### src/shared/iss_pkg.sv
/*
  constants, types and helpers of the interrupt source selector.
  assumes one 10 MHz clock, asynchronous active-low reset and an APB slave port.
*/
// What this block does
// - sixteen core interrupt lines, line 0 highest priority, line 15 lowest
// - lines 0 to 3 fixed: reset, non-maskable, two reserved; never remapped
// - lines 4 to 15 maskable, each fed through a 5-bit selector field
// - low selector holds lines 4-9 fields at 4:0,9:5,14:10,20:16,25:21,30:26
// - high selector holds lines 10-15, same positions, four bytes below low
// - reset codes: 04,05,06,07,08,09,03,0a,0b,00,01,02 for lines 4-15
// - codes 00-03 host,timers,memory; 04-07 pin irqs 4-7; 08 dma done
// - codes 09-0b emulation; 0c-0f serial ports; 10 combined gpio irq
// - codes 16,17 two-wire; 1c-1f audio ports; 11-15 and 18-1b reserved
// - pin irqs 4-7 are edge detected on pins 4-7, edge set per pin
// - gpio logic also controls pin irqs 4-7 beyond the polarity bits
// - all sixteen pins feed the combined irq; pins 4-7 may go dedicated
// - a source reaches the core only when selected by some line field
// - global enable gates lines 4-15, resets to zero
`default_nettype none
package iss_pkg;
  localparam logic [31:0] ADDR_SEL_HIGH   = 32'h019c_0000;
  localparam logic [31:0] ADDR_SEL_LOW    = 32'h019c_0004;
  localparam logic [31:0] ADDR_CTRL       = 32'h019c_0008;
  localparam logic [31:0] ADDR_GPIO_CFG   = 32'h019c_000c;
  localparam logic [31:0] ADDR_IRQ_STATUS = 32'h019c_0010;
  localparam logic [31:0] ADDR_IRQ_MASK   = 32'h019c_0014;

  localparam int NUM_LINES   = 16;
  localparam int FIXED_LINES = 4;
  localparam int NUM_SEL     = 12;
  localparam int SEL_W       = 5;
  localparam int FIELDS_REG  = 6;
  localparam int SEL_LSB [FIELDS_REG] = '{0, 5, 10, 16, 21, 26};

  localparam logic [31:0] SEL_HIGH_RST = 32'h0820_2d43;
  localparam logic [31:0] SEL_LOW_RST  = 32'h2507_18a4;
  localparam logic [31:0] SEL_WMASK    = 32'h7fff_7fff;

  localparam int CTRL_GIE_BIT = 0;
  localparam int CTRL_POL_LSB = 4;
  localparam int CTRL_DED_LSB = 8;
  localparam int GPIO_EN_LSB  = 0;
  localparam int GPIO_DIR_LSB = 16;
  localparam logic [3:0]  POL_RST  = 4'h0;
  localparam logic [3:0]  DED_RST  = 4'hf;
  localparam logic [15:0] GPIO_PIN_ENABLE_RST = 16'h0000;
  localparam logic [15:0] GPIO_PIN_DIRECTION_RST = 16'h0000;

  localparam logic [4:0] CODE_HOST   = 5'h00;
  localparam logic [4:0] CODE_TIMER0 = 5'h01;
  localparam logic [4:0] CODE_TIMER1 = 5'h02;
  localparam logic [4:0] CODE_MEMIF  = 5'h03;
  localparam logic [4:0] CODE_GP4    = 5'h04;
  localparam logic [4:0] CODE_DMA    = 5'h08;
  localparam logic [4:0] CODE_EMU_DT = 5'h09;
  localparam logic [4:0] CODE_EMU_RX = 5'h0a;
  localparam logic [4:0] CODE_EMU_TX = 5'h0b;
  localparam logic [4:0] CODE_BSP0_TX = 5'h0c;
  localparam logic [4:0] CODE_BSP0_RX = 5'h0d;
  localparam logic [4:0] CODE_BSP1_TX = 5'h0e;
  localparam logic [4:0] CODE_BSP1_RX = 5'h0f;
  localparam logic [4:0] CODE_GP0    = 5'h10;
  localparam logic [4:0] CODE_TW0    = 5'h16;
  localparam logic [4:0] CODE_TW1    = 5'h17;
  localparam logic [4:0] CODE_ASP0_TX = 5'h1c;
  localparam logic [4:0] CODE_ASP0_RX = 5'h1d;
  localparam logic [4:0] CODE_ASP1_TX = 5'h1e;
  localparam logic [4:0] CODE_ASP1_RX = 5'h1f;
  localparam logic [4:0] RSV_A_LO = 5'h11;
  localparam logic [4:0] RSV_A_HI = 5'h15;
  localparam logic [4:0] RSV_B_LO = 5'h18;
  localparam logic [4:0] RSV_B_HI = 5'h1b;

  typedef enum logic {
    APB_IDLE   = 1'b0,
    APB_ANSWER = 1'b1
  } iss_apb_state_t;

  function automatic logic iss_code_reserved(input logic [4:0] c);
    return ((c >= RSV_A_LO) && (c <= RSV_A_HI)) || ((c >= RSV_B_LO) && (c <= RSV_B_HI));
  endfunction : iss_code_reserved
endpackage : iss_pkg
`default_nettype wire

### src/shared/iss_gpio_if.sv
/*
  carrier between the selector top and its gpio edge detector.
  assumes both ends run on the same pclk.
*/
`timescale 1ns/1ps
`default_nettype none
interface iss_gpio_if;
  logic [15:0] pins;
  logic [15:0] pin_en;
  logic [15:0] pin_dir;
  logic [3:0]  pol;
  logic [3:0]  ded;
  logic [3:0]  pin_irq;
  logic        combined_irq;

  modport edge_side (input pins, pin_en, pin_dir, pol, ded, output pin_irq, combined_irq);
  modport ctl_side (output pins, pin_en, pin_dir, pol, ded, input pin_irq, combined_irq);
endinterface : iss_gpio_if
`default_nettype wire

### src/iss_gpio_edge.sv
/*
  edge detection of the gpio pins: dedicated pin irqs 4-7 and the combined irq.
  assumes pins synchronous to pclk; direction bit 1 means output.
*/
`timescale 1ns/1ps
`default_nettype none
module iss_gpio_edge
  import iss_pkg::*;
(
  // clock and reset
  input wire logic      pclk,
  input wire logic      presetn,
  // pins and configuration
  iss_gpio_if.edge_side gp
);
  typedef struct packed {
    logic [15:0] prev;
    logic [3:0]  pin_irq;
    logic        comb;
  } iss_edge_state_t;

  iss_edge_state_t q;
  iss_edge_state_t d;

  always_comb begin
    logic [15:0] live;
    logic [15:0] rise;
    logic [15:0] fall;
    logic [15:0] to_comb;
    live = gp.pin_en & ~gp.pin_dir;
    rise = gp.pins & ~q.prev;
    fall = ~gp.pins & q.prev;
    to_comb = live & ~{8'h00, gp.ded, 4'h0};
    d = q;
    d.prev = gp.pins;
    for (int i = 0; i < 4; i++) begin
      // selected edge per pin, then routed only if dedicated
      d.pin_irq[i] = live[4 + i] & gp.ded[i] & (gp.pol[i] ? fall[4 + i] : rise[4 + i]);
    end
    d.comb = |(rise & to_comb);
  end

  always_ff @(posedge pclk or negedge presetn) begin
    if (!presetn) begin
      q <= '0;
    end else begin
      q <= d;
    end
  end

  assign gp.pin_irq      = q.pin_irq;
  assign gp.combined_irq = q.comb;
endmodule : iss_gpio_edge
`default_nettype wire

### src/iss_top.sv
/*
  interrupt source selector: APB registers, 32-way source selection onto
  core lines 4-15, fixed lines 0-3, global enable, sticky status and irq.
  assumes event inputs and pins synchronous to pclk, APB3 master on pclk.
*/
`timescale 1ns/1ps
`default_nettype none
module iss_top
  import iss_pkg::*;
(
  // clock and reset
  input  wire logic        pclk,
  input  wire logic        presetn,
  // apb slave
  input  wire logic        psel,
  input  wire logic        penable,
  input  wire logic        pwrite,
  input  wire logic [31:0] paddr,
  input  wire logic [31:0] pwdata,
  output var  logic [31:0] prdata,
  output var  logic        pready,
  output var  logic        pslverr,
  // fixed sources
  input  wire logic        reset_event,
  input  wire logic        nmi_event,
  // peripheral events
  input  wire logic        host_port_event,
  input  wire logic        timer0_event,
  input  wire logic        timer1_event,
  input  wire logic        memif_event,
  input  wire logic        dma_done_event,
  input  wire logic        emu_transfer_event,
  input  wire logic        emu_rx_event,
  input  wire logic        emu_tx_event,
  input  wire logic        bsp0_tx_event,
  input  wire logic        bsp0_rx_event,
  input  wire logic        bsp1_tx_event,
  input  wire logic        bsp1_rx_event,
  input  wire logic        twowire0_event,
  input  wire logic        twowire1_event,
  input  wire logic        asp0_tx_event,
  input  wire logic        asp0_rx_event,
  input  wire logic        asp1_tx_event,
  input  wire logic        asp1_rx_event,
  // gpio pins
  input  wire logic [15:0] gpio_pins,
  // core side
  output var  logic [15:0] core_irq,
  output var  logic        irq
);
  typedef struct packed {
    iss_apb_state_t ph;
    logic [31:0]    prdata;
    logic           pready;
    logic           pslverr;
    logic [31:0]    sel_hi;
    logic [31:0]    sel_lo;
    logic           global_irq_enable;
    logic [3:0]     pol;
    logic [3:0]     ded;
    logic [15:0]    gpio_pin_enable;
    logic [15:0]    gpio_pin_direction;
    logic [11:0]    status;
    logic [11:0]    mask;
    logic [15:0]    core_irq;
    logic           irq;
  } iss_top_state_t;

  localparam iss_top_state_t Q_RST = '{
    ph:       APB_IDLE,
    prdata:   32'h0000_0000,
    pready:   1'b0,
    pslverr:  1'b0,
    sel_hi:   SEL_HIGH_RST,
    sel_lo:   SEL_LOW_RST,
    global_irq_enable:      1'b0,
    pol:      POL_RST,
    ded:      DED_RST,
    gpio_pin_enable:     GPIO_PIN_ENABLE_RST,
    gpio_pin_direction:    GPIO_PIN_DIRECTION_RST,
    status:   12'h000,
    mask:     12'h000,
    core_irq: 16'h0000,
    irq:      1'b0
  };

  iss_top_state_t q;
  iss_top_state_t d;

  iss_gpio_if gp ();

  logic [31:0]             src;
  logic [NUM_SEL-1:0][4:0] sel_code;
  logic [NUM_SEL-1:0]      line_src;
  logic                    wr_take;
  logic [11:0]             clr;

  assign gp.pins    = gpio_pins;
  assign gp.pin_en  = q.gpio_pin_enable;
  assign gp.pin_dir = q.gpio_pin_direction;
  assign gp.pol     = q.pol;
  assign gp.ded     = q.ded;

  iss_gpio_edge iss_gpio_edge_i (
    .pclk    (pclk),
    .presetn (presetn),
    .gp      (gp)
  );

  // source table indexed by selector code; reserved codes stay zero
  always_comb begin
    src = 32'h0000_0000;
    src[CODE_HOST]    = host_port_event;
    src[CODE_TIMER0]  = timer0_event;
    src[CODE_TIMER1]  = timer1_event;
    src[CODE_MEMIF]   = memif_event;
    src[CODE_GP4 +: 4] = gp.pin_irq;
    src[CODE_DMA]     = dma_done_event;
    src[CODE_EMU_DT]  = emu_transfer_event;
    src[CODE_EMU_RX]  = emu_rx_event;
    src[CODE_EMU_TX]  = emu_tx_event;
    src[CODE_BSP0_TX] = bsp0_tx_event;
    src[CODE_BSP0_RX] = bsp0_rx_event;
    src[CODE_BSP1_TX] = bsp1_tx_event;
    src[CODE_BSP1_RX] = bsp1_rx_event;
    src[CODE_GP0]     = gp.combined_irq;
    src[CODE_TW0]     = twowire0_event;
    src[CODE_TW1]     = twowire1_event;
    src[CODE_ASP0_TX] = asp0_tx_event;
    src[CODE_ASP0_RX] = asp0_rx_event;
    src[CODE_ASP1_TX] = asp1_tx_event;
    src[CODE_ASP1_RX] = asp1_rx_event;
  end

  // one selector field per maskable line
  for (genvar k = 0; k < NUM_SEL; k++) begin : g_sel
    if (k < FIELDS_REG) begin : g_low
      assign sel_code[k] = q.sel_lo[SEL_LSB[k] +: SEL_W];
    end else begin : g_high
      assign sel_code[k] = q.sel_hi[SEL_LSB[k - FIELDS_REG] +: SEL_W];
    end
    assign line_src[k] = src[sel_code[k]];
  end

  assign wr_take = (q.ph == APB_ANSWER) && psel && penable && pwrite;
  assign clr     = (wr_take && paddr == ADDR_IRQ_STATUS) ? pwdata[11:0] : 12'h000;

  always_comb begin
    logic [31:0] rd;
    logic        hit;
    rd  = 32'h0000_0000;
    hit = 1'b1;
    d   = q;
    unique case (paddr)
      ADDR_SEL_HIGH:   rd = q.sel_hi;
      ADDR_SEL_LOW:    rd = q.sel_lo;
      ADDR_CTRL: begin
        rd[CTRL_GIE_BIT] = q.global_irq_enable;
        rd[CTRL_POL_LSB +: 4] = q.pol;
        rd[CTRL_DED_LSB +: 4] = q.ded;
      end
      ADDR_GPIO_CFG: begin
        rd[GPIO_EN_LSB +: 16]  = q.gpio_pin_enable;
        rd[GPIO_DIR_LSB +: 16] = q.gpio_pin_direction;
      end
      ADDR_IRQ_STATUS: rd[11:0] = q.status;
      ADDR_IRQ_MASK:   rd[11:0] = q.mask;
      default:         hit = 1'b0;
    endcase

    // apb: one wait state, answer in the second access cycle
    d.pready  = 1'b0;
    d.pslverr = 1'b0;
    unique case (q.ph)
      APB_IDLE: begin
        if (psel && penable) begin
          d.ph      = APB_ANSWER;
          d.pready  = 1'b1;
          d.pslverr = ~hit;
          d.prdata  = pwrite ? 32'h0000_0000 : rd;
        end
      end
      APB_ANSWER: begin
        d.ph = APB_IDLE;
      end
    endcase

    if (wr_take) begin
      unique case (paddr)
        ADDR_SEL_HIGH: d.sel_hi = pwdata & SEL_WMASK;
        ADDR_SEL_LOW:  d.sel_lo = pwdata & SEL_WMASK;
        ADDR_CTRL: begin
          d.global_irq_enable = pwdata[CTRL_GIE_BIT];
          d.pol = pwdata[CTRL_POL_LSB +: 4];
          d.ded = pwdata[CTRL_DED_LSB +: 4];
        end
        ADDR_GPIO_CFG: begin
          d.gpio_pin_enable  = pwdata[GPIO_EN_LSB +: 16];
          d.gpio_pin_direction = pwdata[GPIO_DIR_LSB +: 16];
        end
        ADDR_IRQ_MASK: d.mask = pwdata[11:0];
        default: ;
      endcase
    end

    // set beats clear on the same edge
    d.status = (q.status & ~clr) | line_src;

    d.core_irq[0] = reset_event;
    d.core_irq[1] = nmi_event;
    d.core_irq[FIXED_LINES-1:2] = 2'b00;
    d.core_irq[NUM_LINES-1:FIXED_LINES] = line_src & {NUM_SEL{q.global_irq_enable}};
    d.irq = |(d.status & d.mask);
  end

  always_ff @(posedge pclk or negedge presetn) begin
    if (!presetn) begin
      q <= Q_RST;
    end else begin
      q <= d;
    end
  end

  assign prdata   = q.prdata;
  assign pready   = q.pready;
  assign pslverr  = q.pslverr;
  assign core_irq = q.core_irq;
  assign irq      = q.irq;
endmodule : iss_top
`default_nettype wire

### config.mk
export PLATFORM = sky130hd
export DESIGN_NAME = iss_top
export DESIGN_NICKNAME = d
export VERILOG_FILES = /design/src/shared/iss_pkg.sv /design/src/shared/iss_gpio_if.sv /design/src/iss_gpio_edge.sv /design/src/iss_top.sv
export SDC_FILE = /design/constraint.sdc
export NUM_CORES = 1
export LEC_CHECK = 0
export ABC_AREA = 1
export BUFFER_PORTS_ARGS = -buffer_cell sky130_fd_sc_hd__buf_2
export CORE_AREA = 2 2 147 207
export CTS_CLUSTER_SIZE = 24
export DETAILED_ROUTE_END_ITERATION = 16
export DIE_AREA = 0 0 149 209
export PLACE_DENSITY = 0.59
export SLEW_MARGIN = 20
export SYNTH_ARGS = -nofsm -noshare
export SYNTH_HDL_FRONTEND = slang
export SYNTH_SLANG_ARGS = --single-unit
### constraint.sdc
create_clock -name pclk -period 3.3 [get_ports pclk]
set_input_delay 0.165 -clock pclk [delete_from_list [all_inputs] [get_ports pclk]]
set_output_delay 0.165 -clock pclk [all_outputs]
set_load 0.05 [all_outputs]
==> results of run 1 <==
-- worst paths after layout --
kind / endpoint / depth (start not counted)
setup reg to reg: irq / 13
max in group asynchronous: gp.ded[0] / 3
hold reg to reg: prdata[16] / 2
min in group asynchronous: gp.pin_en[1] / 2
hold / removal: q[102] / 3
setup / recovery: irq / 13
-- layout by cell type, fill, tap and decap left out, types with 3 or more instances in the layout --
cell,synthesis,layout
a22oi_1,3,3
o21ai_1,16,16
inv_6,0,4
a22o_1,4,4
nand2_2,4,4
nand3_1,225,224
buf_4,49,13
clkbuf_16,0,17
o211ai_1,14,14
a21oi_1,41,41
nand4_1,17,17
nor3_1,6,6
o21ai_0,157,157
nand3_2,4,5
nand3b_1,3,3
nor2_1,86,86
dfstp_2,24,24
dlygate4sd3_1,0,40
clkinv_4,0,4
clkinv_1,9,9
dfrtp_1,171,171
o22ai_1,29,29
nand2_1,533,533
inv_1,149,149
buf_2,15,152
clkbuf_1,64,3
-- routing by layer --
metal  track usage  share of wire
met1         0.340           0.38
met5             0              0
met2         0.477           0.49
met3        0.0483          0.065
met4         0.167          0.061
-- power breakdown --
| group | switching [mW] | leakage (nW) | internal [mW] |
|---|---|---|---|
| Clock | 0.994 | 0.276 | 1.06 |
| Combinational | 0.265 | 3.47 | 0.123 |
| Sequential | 0.00452 | 2.53 | 2.40 |
-- critical path, cell delays in order, from the launching register on --
cell and delay [ns]:
dfrtp_1 0.64, clkinv_1 0.37, nand2_1 0.13, nand3_1 0.08
nand3_1 0.09, nand2_1 0.05, nor2_1 0.09, nand2_1 0.05
nand2_1 0.16, nand2_1 0.11, nand2_1 0.08, nand2_1 0.05
nor2_1 0.19, nand3_1 0.11
-- area by class of cell --
class	count	area [um^2]	area share
sequential	195	4910	0.372
multi-input combinational	1169	5340	0.405
clock inverter	12	121	0.00919
tap	385	482	0.0365
clock buffer	20	437	0.0331
inverter	160	601	0.0455
timing repair buffer	208	1310	0.0994
-- logic make-up after synthesis --
group                  after synthesis  share of synthesized area
multiplexers                         2                    0.00195
flip-flops                         195                      0.425
AND/OR/NAND/NOR                    891                      0.329
other                                1                   0.000325
buffers and inverters              292                      0.113
AO/OA/AOI/OAI                      274                      0.130
-- through the flow --
stage	setup WS, ns	cells
after detailed placement	0.923	2077
final	0.971	2149
after global placement	0.978	2077
after global routing	0.766	2149
after CTS	0.975	2149
after floorplan	1.32	1656
-- sequential cells by signal, indices dropped and copies added (netlist names), 4 cells and up --
name / cells
iss_gpio_edge_i.gp.pin_irq: 4
iss_gpio_edge_i.q: 16
gp.pol: 4
gp.pin_en: 16
q: 86
prdata: 32
gp.ded: 4
gp.pin_dir: 16
core_irq: 14
==> metrics.txt, run 1 <==
Pleak=6.28 nW; vias in the first global route=11.3k; HP Start=pwdata[20]; drt first pass iters=5; register area share after synthesis=0.425; final core utilization=0.448; clock buffer depth=2; fmax=429 MHz; vias post-DR=11.7k; clk root buf=clkbuf_16; Overflow after GRT=0; I/O pins=156; drt total wl=43.1 mm; RSZ-0062 raised after global routing=no; min-delay worst type=in -> reg; CTS H-Tree Depth=4; Die Area=31,100 um^2; Finished Cell Area=13,200 um^2; crit share post-route=0.706; #FFs+latches synth=195; Post-synth ARST share=1.00; core area=29,500 um^2; Synth area leaders=dfrtp_1 37%, nand2_1 17%, nand3_1 9.8%, o21ai_0 6.8%, dfstp_2 5.5%; Layout fillers=3,070; Final setup viols=0; Netlist cell types=42; routed len/inst=20.1 um; initial antenna violation count=0; CP endpoint kind=flop; Total GRT Usage=0.284; fraction of layout cells with a size suffix above 1=0.138; PortBufs=153; first-pass GRT wire length=66.2 mm; endpoints failing hold=0; Placement Cell Area=12,200 um^2; cell taking the most area after synthesis=dfrtp_1; CTS buffer count=17; Yosys Warn Count=0; DRC=0; Die H=209 um; Crit. Startpoint=q[82]; P per Cell Area=367 nW/um^2; Synth Instances=1,655; status=finished, final reports clean; starting density of the core=0.392; largest net degree at the start of global routing=89; Worst setup SP type=flop; Die X=149 um; Worst Tran Pin Value=0.917 ns; mapped cell area=11,500 um^2; fin crit period=2.33 ns; post-detail-place hpwl=31.0 mm; number of synthesized flops with an enable pin=0; final net count=1,856; Post-synth top cells=533 x nand2_1, 225 x nand3_1, 171 x dfrtp_1, 157 x o21ai_0, 149 x inv_1; final RePlAce weighted congestion=0.968; total negative setup slack=0 ns; CTS tree=built; Worst EP required=3.64 ns; number of DRC markers in iteration 0=963; antenna-violating nets left=0; Sink Count=195; Placement Rows=75; clk_lat worst skew=0.47 ns; CP Max Fanout=16; Clock Skew=0.0158 ns; crit path DAT=2.67 ns; Post-CTS Setup Bufs=0; RR Startpoint=q[82]; CTS Hold Bufs=40; vias per cell=5.43; max-cap viol count=0; Rel. slew slack=0.373; Mapped Avg Cell Area=6.98 um^2; max-slew violation count=0; VDD IR-drop max=0.323 mV; PostCTS Resize Cnt=0; critical path type=reg -> reg; predominant post-synthesis flop cell=dfrtp_1; PnR Total Power=4.84 mW; Yosys top cell area share=0.371; count leader, synth=nand2_1; clk slew on worst S/H paths=0.08 ns; Area growth syn-to-layout=14.3%; Hold WS=0.0214 ns; Reg2Reg Setup Slack=0.97 ns; # diodes=0
Power figures use the tool's default switching activity.
==> inputs of run 2 (changes only) <==
==> constraint.sdc (replaced) <==
create_clock -name pclk -period 2.3 [get_ports pclk]
set_input_delay 0.115 -clock pclk [delete_from_list [all_inputs] [get_ports pclk]]
set_output_delay 0.115 -clock pclk [all_outputs]
set_load 0.05 [all_outputs]
==> run 2 against run 1 <==
Utilization rose by 1.8 points; die area did not move; critical path type unchanged; combinational power rose by 53%; count of clock-buffer cells in the layout rose by 1; largest cell class unchanged; critical endpoint unchanged; cell area rose by 4.0%.
==> metrics.txt, run 2 (same netlist as run 1, synthesis figures left out) <==
routed len/inst=20.0 um (-0.46%); final RePlAce weighted congestion=0.958 (-1.1%); Placement Cell Area=12,600 um^2 (+3.0%); number of DRC markers in iteration 0=1,125 (+17%); PortBufs=153 (unchanged); CP Max Fanout=7 (-9); CTS buffer count=17 (unchanged); largest net degree at the start of global routing=61 (-31%); final net count=1,914 (+3.1%); total negative setup slack=0 ns (unchanged); CP Buf/Inv Count=2 (+1); max-slew violation count=0 (unchanged); slowest stage cell on the critical path=dfstp_2; VDD IR-drop max=0.474 mV (+47%); Die X=149 um (unchanged); DRC=0 (unchanged); hold path endpoint=q[35]; Clock Skew=0.00829 ns (-0.00753 ns); PnR Total Power=7.12 mW (+47%); clk_lat worst skew=0.46 ns (about the same); commonest non-fill, non-tap cell in the layout=nand2_1; crit-path cells=clkinvlp_4 -> clkbuf_2 -> nand2_1 -> nand3_1 -> nand3_1 -> nand3_1 -> nand3_1 -> nand3_1 -> nand2_1 -> nand2_1 -> nor2_1 -> nand3_1; clk root buf=clkbuf_16; CP endpoint kind=flop; critical path type=reg -> reg; Crit path largest cell delay=0.62 ns (-0.02 ns); Reg2Reg Depth=12 (-1); clock buffer depth=2 (unchanged); Reg-to-Reg End=irq; most flop-heavy register=q; Worst Tran Pin Value=1.03 ns (+0.109 ns); Crit. Startpoint=q[87]; Hold WS=0.0303 ns (+0.00892 ns); vias post-DR=12.0k (+3.3%); Hold Crit Depth=4 (+1); Area growth syn-to-layout=18.9%; Placement Rows=75 (unchanged); Pleak=6.58 nW (+4.9%); CP top delay family=simple AND/OR/NAND/NOR gates; crit share post-route=0.934 (+0.228); I/O pins=156 (unchanged); drt first pass iters=5 (unchanged); first-pass GRT wire length=67.1 mm (+1.4%); placed cells=2,123 (+2.2%); max-cap viol count=0 (unchanged); Worst EP required=2.63 ns (-1.01 ns); Rel. slew slack=0.316 (-0.0572); CP dominant cell by count=nand3_1; RSZ-0062 raised after global routing=no; core area=29,500 um^2 (unchanged); Finished Cell Area=13,700 um^2 (+4.0%); P per Cell Area=519 nW/um^2 (+41%); final worst slack=0.153 ns (-0.818 ns); CTS tree=built; Die Area=31,100 um^2 (unchanged); initial antenna violation count=1 (+1); Reg2Reg Setup Slack=0.15 ns (-0.82 ns); Final setup viols=0 (unchanged); CTS H-Tree Depth=4 (unchanged); endpoints failing hold=0 (unchanged); Sink Count=195 (unchanged); Overflow after GRT=0 (unchanged); HP Start=pwdata[6]; Final Instance Count excl. Fillers=2,208 (+2.7%); fmax=466 MHz (+8.5%); RR Startpoint=q[87]; drt total wl=44.1 mm (+2.3%); final core utilization=0.466 (+0.0178); Die H=209 um (unchanged); starting density of the core=0.392 (unchanged); max FFs per register=86 (unchanged); Worst setup SP type=flop; fraction of layout cells with a size suffix above 1=0.164 (+0.0258); Total GRT Usage=0.287 (+0.00262); antenna-violating nets left=0 (unchanged); clk slew on worst S/H paths=0.07 ns (about the same); Place WS=0.148 ns (-0.775 ns); most frequent cells in the layout=533 x nand2_1, 224 x nand3_1, 171 x dfrtp_1; vias per cell=5.46 (+0.55%); crit path DAT=2.48 ns (-0.19 ns); status=finished, final reports clean; min-delay worst type=in -> reg; fin crit period=2.15 ns (-0.182 ns); post-detail-place hpwl=32.5 mm (+4.6%); vias in the first global route=11.5k (+1.8%)
==> run 2: cell count changes in the layout (fill, tap and decap cells not counted), sizes merged, moves of 2 or more <==
| cell | change |
|---|---|
| buf | +48 |
| clkbuf | +2 |
| clkinv | -2 |
| clkinvlp | +3 |
| dlygate4sd3 | +9 |
| inv | -3 |
==> run 2: worst max path at each step <==
stage	endpoint	slack [ns]	depth (start not counted)
after floorplan	gp.pin_dir[0]	0.32	7
after global placement	irq	0.15	14
after detailed placement	irq	0.15	14
after CTS	irq	0.15	14
after global routing	irq	0.01	12
final	irq	0.15	12
==> run 2: power by group <==
| group | switching (mW) | internal [mW] | total [mW] |
|---|---|---|---|
| combinational | 0.390 | 0.201 | 0.592 |
| clock | 1.38 | 1.69 | 3.08 |
| sequential | 0.00687 | 3.45 | 3.45 |
==> run 2: cell type report <==
type | count | area (um^2)
repair buffers | 266 | 1790
diodes | 1 | 2.50
fillers | 3055 | 15700
well taps | 385 | 482
clock inverters | 11 | 125
clock buffers | 21 | 470
multi-input cells | 1169 | 5340
flip-flops and latches | 195 | 4910
inverters | 160 | 604
==> run 2: worst register-to-register path: cells and delay by family, from the launching register on <==
| kind | cells | cell delay, ns |
|---|---|---|
| buffers and inverters | 2 | 0.39 |
| AND/OR/NAND/NOR | 10 | 1.01 |
| flip-flops | 1 | 0.62 |
==> run 2: what timing repair did <==
item | 4_1_cts | 5_1_grt
hold buffers | 49 | 0
endpoints found under the hold margin | 135 | 0
setup endpoints to repair | 0 | 1
buffers inserted | 0 | 3
resized for setup | 0 | 4
==> run 2: routing by layer <==
metal	wire length, um	track usage	vias up
met5	11	0	-
met4	2800	0.173	2
met3	2900	0.0474	148
met2	21200	0.479	590
met1	17200	0.344	5643
li1	-	-	5664
==> inputs of run 3 (changes only) <==
--- a/config.mk
+++ b/config.mk
@@ -5,12 +5,11 @@
 export SDC_FILE = /design/constraint.sdc
 export NUM_CORES = 1
 export LEC_CHECK = 0
-export ABC_AREA = 1
 export BUFFER_PORTS_ARGS = -buffer_cell sky130_fd_sc_hd__buf_2
-export CORE_AREA = 2 2 147 207
+export CORE_AREA = 2 2 145 203
 export CTS_CLUSTER_SIZE = 24
 export DETAILED_ROUTE_END_ITERATION = 16
-export DIE_AREA = 0 0 149 209
+export DIE_AREA = 0 0 147 205
 export PLACE_DENSITY = 0.59
 export SLEW_MARGIN = 20
 export SYNTH_ARGS = -nofsm -noshare
==> run 3 against run 2 <==
The flow now finishes with violations (setup timing); sequential cell count did not move; clock skew grew 0.0028 ns; cell area up 3.0%; register-to-register slack got worse by 0.24 ns; critical path depth fell by 3; critical path type unchanged; largest cell class unchanged; highest routed layer is now met4.
==> metrics.txt, run 3 <==
post-detail-place hpwl=26.9 mm (-17%); largest net degree at the start of global routing=72 (+18%); vias in the first global route=9,195 (-20%); Finished Cell Area=14,100 um^2 (+3.0%); routed len/inst=23.6 um (+18%); clk root buf=clkbuf_16; failing checks=setup timing; CTS buffer count=17 (unchanged); drt first pass iters=9 (+4); Placement Rows=73 (-2.7%); count leader, synth=dfrtp_1; max FFs per register=86 (unchanged); Netlist cell types=73 (+74%); Mapped Avg Cell Area=12.0 um^2 (+72%); RSZ-0062 raised after global routing=yes; Crit path largest cell delay=0.52 ns (-0.10 ns); Worst setup SP type=flop; most frequent cells in the layout=165 x dfrtp_1, 152 x buf_2, 116 x mux2_2; starting density of the core=0.394 (+0.00193); Rel. slew slack=0.542 (+0.226); number of synthesized flops with an enable pin=0 (unchanged); Pleak=6.41 nW (-2.6%); Area growth syn-to-layout=26.8%; initial antenna violation count=1 (unchanged); crit-path cells=buf_4 -> mux4_2 -> mux4_2 -> nor2_4 -> buf_6 -> o2bb2ai_2 -> nand2_1 -> o2111a_1 -> nand3_1; Final setup viols=1 (+1); fin crit period=2.39 ns (+0.243 ns); Die H=205 um (-1.9%); PnR Total Power=6.95 mW (-2.5%); Worst EP required=2.63 ns (about the same); Final Instance Count excl. Fillers=1,530 (-31%); #FFs+latches synth=195 (unchanged); Total GRT Usage=0.245 (-0.0414); commonest non-fill, non-tap cell in the layout=dfrtp_1; CP top delay family=multiplexers; Overflow after GRT=0 (unchanged); core area=28,300 um^2 (-3.9%); max-slew violation count=0 (unchanged); Die X=147 um (-1.3%); fraction of layout cells with a size suffix above 1=0.497 (+0.333); P per Cell Area=491 nW/um^2 (-5.3%); crit share post-route=1.04 (+0.106); final RePlAce weighted congestion=0.945 (-1.4%); I/O pins=156 (unchanged); status=finished, violations left; vias per cell=5.85 (+7.2%); VDD IR-drop max=0.420 mV (-11%); mapped cell area=11,200 um^2 (-3.4%); placed cells=1,448 (-32%); slowest stage cell on the critical path=mux4_2; clk slew on worst S/H paths=0.07 ns (about the same); Synth area leaders=dfrtp_1 38%, mux4_2 12%, mux2_2 12%, dfstp_2 5.7%, buf_4 3.6%; Layout fillers=2,603 (-15%); clk_lat worst skew=0.45 ns (about the same); min-delay worst type=in -> reg; CP endpoint kind=flop; predominant post-synthesis flop cell=dfrtp_1; drt total wl=36.1 mm (-18%); vias post-DR=8,950 (-26%); final net count=1,247 (-35%); final worst slack=-0.0904 ns (-0.243 ns); max-cap viol count=0 (unchanged); Hold WS=0.0276 ns (-0.00273 ns); clock buffer depth=2 (unchanged); Sink Count=195 (unchanged); Yosys Warn Count=0 (unchanged); first-pass GRT wire length=55.3 mm (-18%); number of DRC markers in iteration 0=739 (-34%); Placement Cell Area=12,900 um^2 (+2.3%); Post-synth ARST share=1.00 (unchanged); CTS tree=built; register area share after synthesis=0.440 (+0.0151); # diodes=0 (-1); crit path DAT=2.72 ns (+0.24 ns); Synth Instances=927 (-44%); critical path type=reg -> reg; Clock Skew=0.0110 ns (+0.00276 ns); fmax=418 MHz (-10%); CP dominant cell by count=mux4_2; CTS H-Tree Depth=4 (unchanged); Post-synth top cells=171 x dfrtp_1, 116 x mux2_2, 64 x clkbuf_1, 59 x mux4_2, 59 x nand2_1; most flop-heavy register=q; CP Max Fanout=7 (unchanged); DRC=0 (unchanged); Worst Tran Pin Value=0.678 ns (-0.348 ns); endpoints failing hold=0 (unchanged); cell taking the most area after synthesis=dfrtp_1; PortBufs=153 (unchanged); antenna-violating nets left=0 (unchanged); total negative setup slack=-0.0904 ns (-0.0904 ns); CP Buf/Inv Count=2 (unchanged); Yosys top cell area share=0.384 (+0.0132); Die Area=30,100 um^2 (-3.2%)
## run 3: cell count changes in the layout (fill, tap and decap cells not counted), sizes merged, moves of 27 or more
cell,previous run,this run
buf,215,287
mux4,0,59
o22ai,29,2
nand3,229,15
mux2,2,121
nand2,538,61
nor2,91,19
a21oi,41,8
inv,153,22
o21ai,174,44
## run 3: final timing paths
path	start	endpoint	slack [ns]	cells past startpoint
max in group asynchronous	presetn	q[125]	1.36	3
worst min-delay path	pwdata[11]	gp.pin_en[11]	0.03	2
worst min register to register	prdata[25]	prdata[25]	0.48	2
worst max-delay path	iss_gpio_edge_i.gp.pin_irq[0]	irq	-0.09	9
worst max register to register	iss_gpio_edge_i.gp.pin_irq[0]	irq	-0.09	9
min in group asynchronous	presetn	core_irq[8]	0.14	2
## run 3: what timing repair did
item | CTS | global route
resized for setup | 16 | 22
setup buffers | 1 | 2
setup endpoints to repair | 2 | 7
endpoints found under the hold margin | 182 | 0
hold buffers | 47 | 0
pin swaps | 5 | 14
## run 3: power by group
group	internal, mW	switching [mW]
logic	0.274	0.347
registers	3.45	0.00688
clock network	1.53	1.34
## run 3: kinds of logic after synthesis
family | count (synthesis) | synth area share
AND/OR/NAND/NOR | 200 | 0.110
multiplexers | 204 | 0.263
flip-flops | 195 | 0.440
other | 1 | 0.000336
AO/OA/AOI/OAI | 168 | 0.110
buffers and inverters | 159 | 0.0769
## run 3: layout make-up
cell class | instances | area [um^2] | share of cell area
timing repair buffer | 335 | 2510 | 0.178
multi-input combinational | 574 | 5610 | 0.397
tap | 375 | 469 | 0.0332
clock inverter | 11 | 104 | 0.00735
sequential | 195 | 4920 | 0.348
clock buffer | 21 | 450 | 0.0319
inverter | 19 | 71.3 | 0.00505
## run 3: layer usage
metal / vias to the layer above / GRT usage / wire length [um]
met4: 0 / 0.121 / 1630
met3: 84 / 0.0452 / 2040
met5: - / 0 / 0
met2: 376 / 0.433 / 18800
met1: 4578 / 0.288 / 13700
li1: 3912 / - / -
## run 3: through the flow
| step | utilization | setup WS, ns |
|---|---|---|
| after floorplan | - | -0.0546 |
| after global placement | 0.456 | -0.349 |
| after detailed placement | 0.456 | -0.367 |
| after CTS | 0.494 | -0.137 |
| after global routing | 0.499 | -0.220 |
| final | 0.499 | -0.0904 |
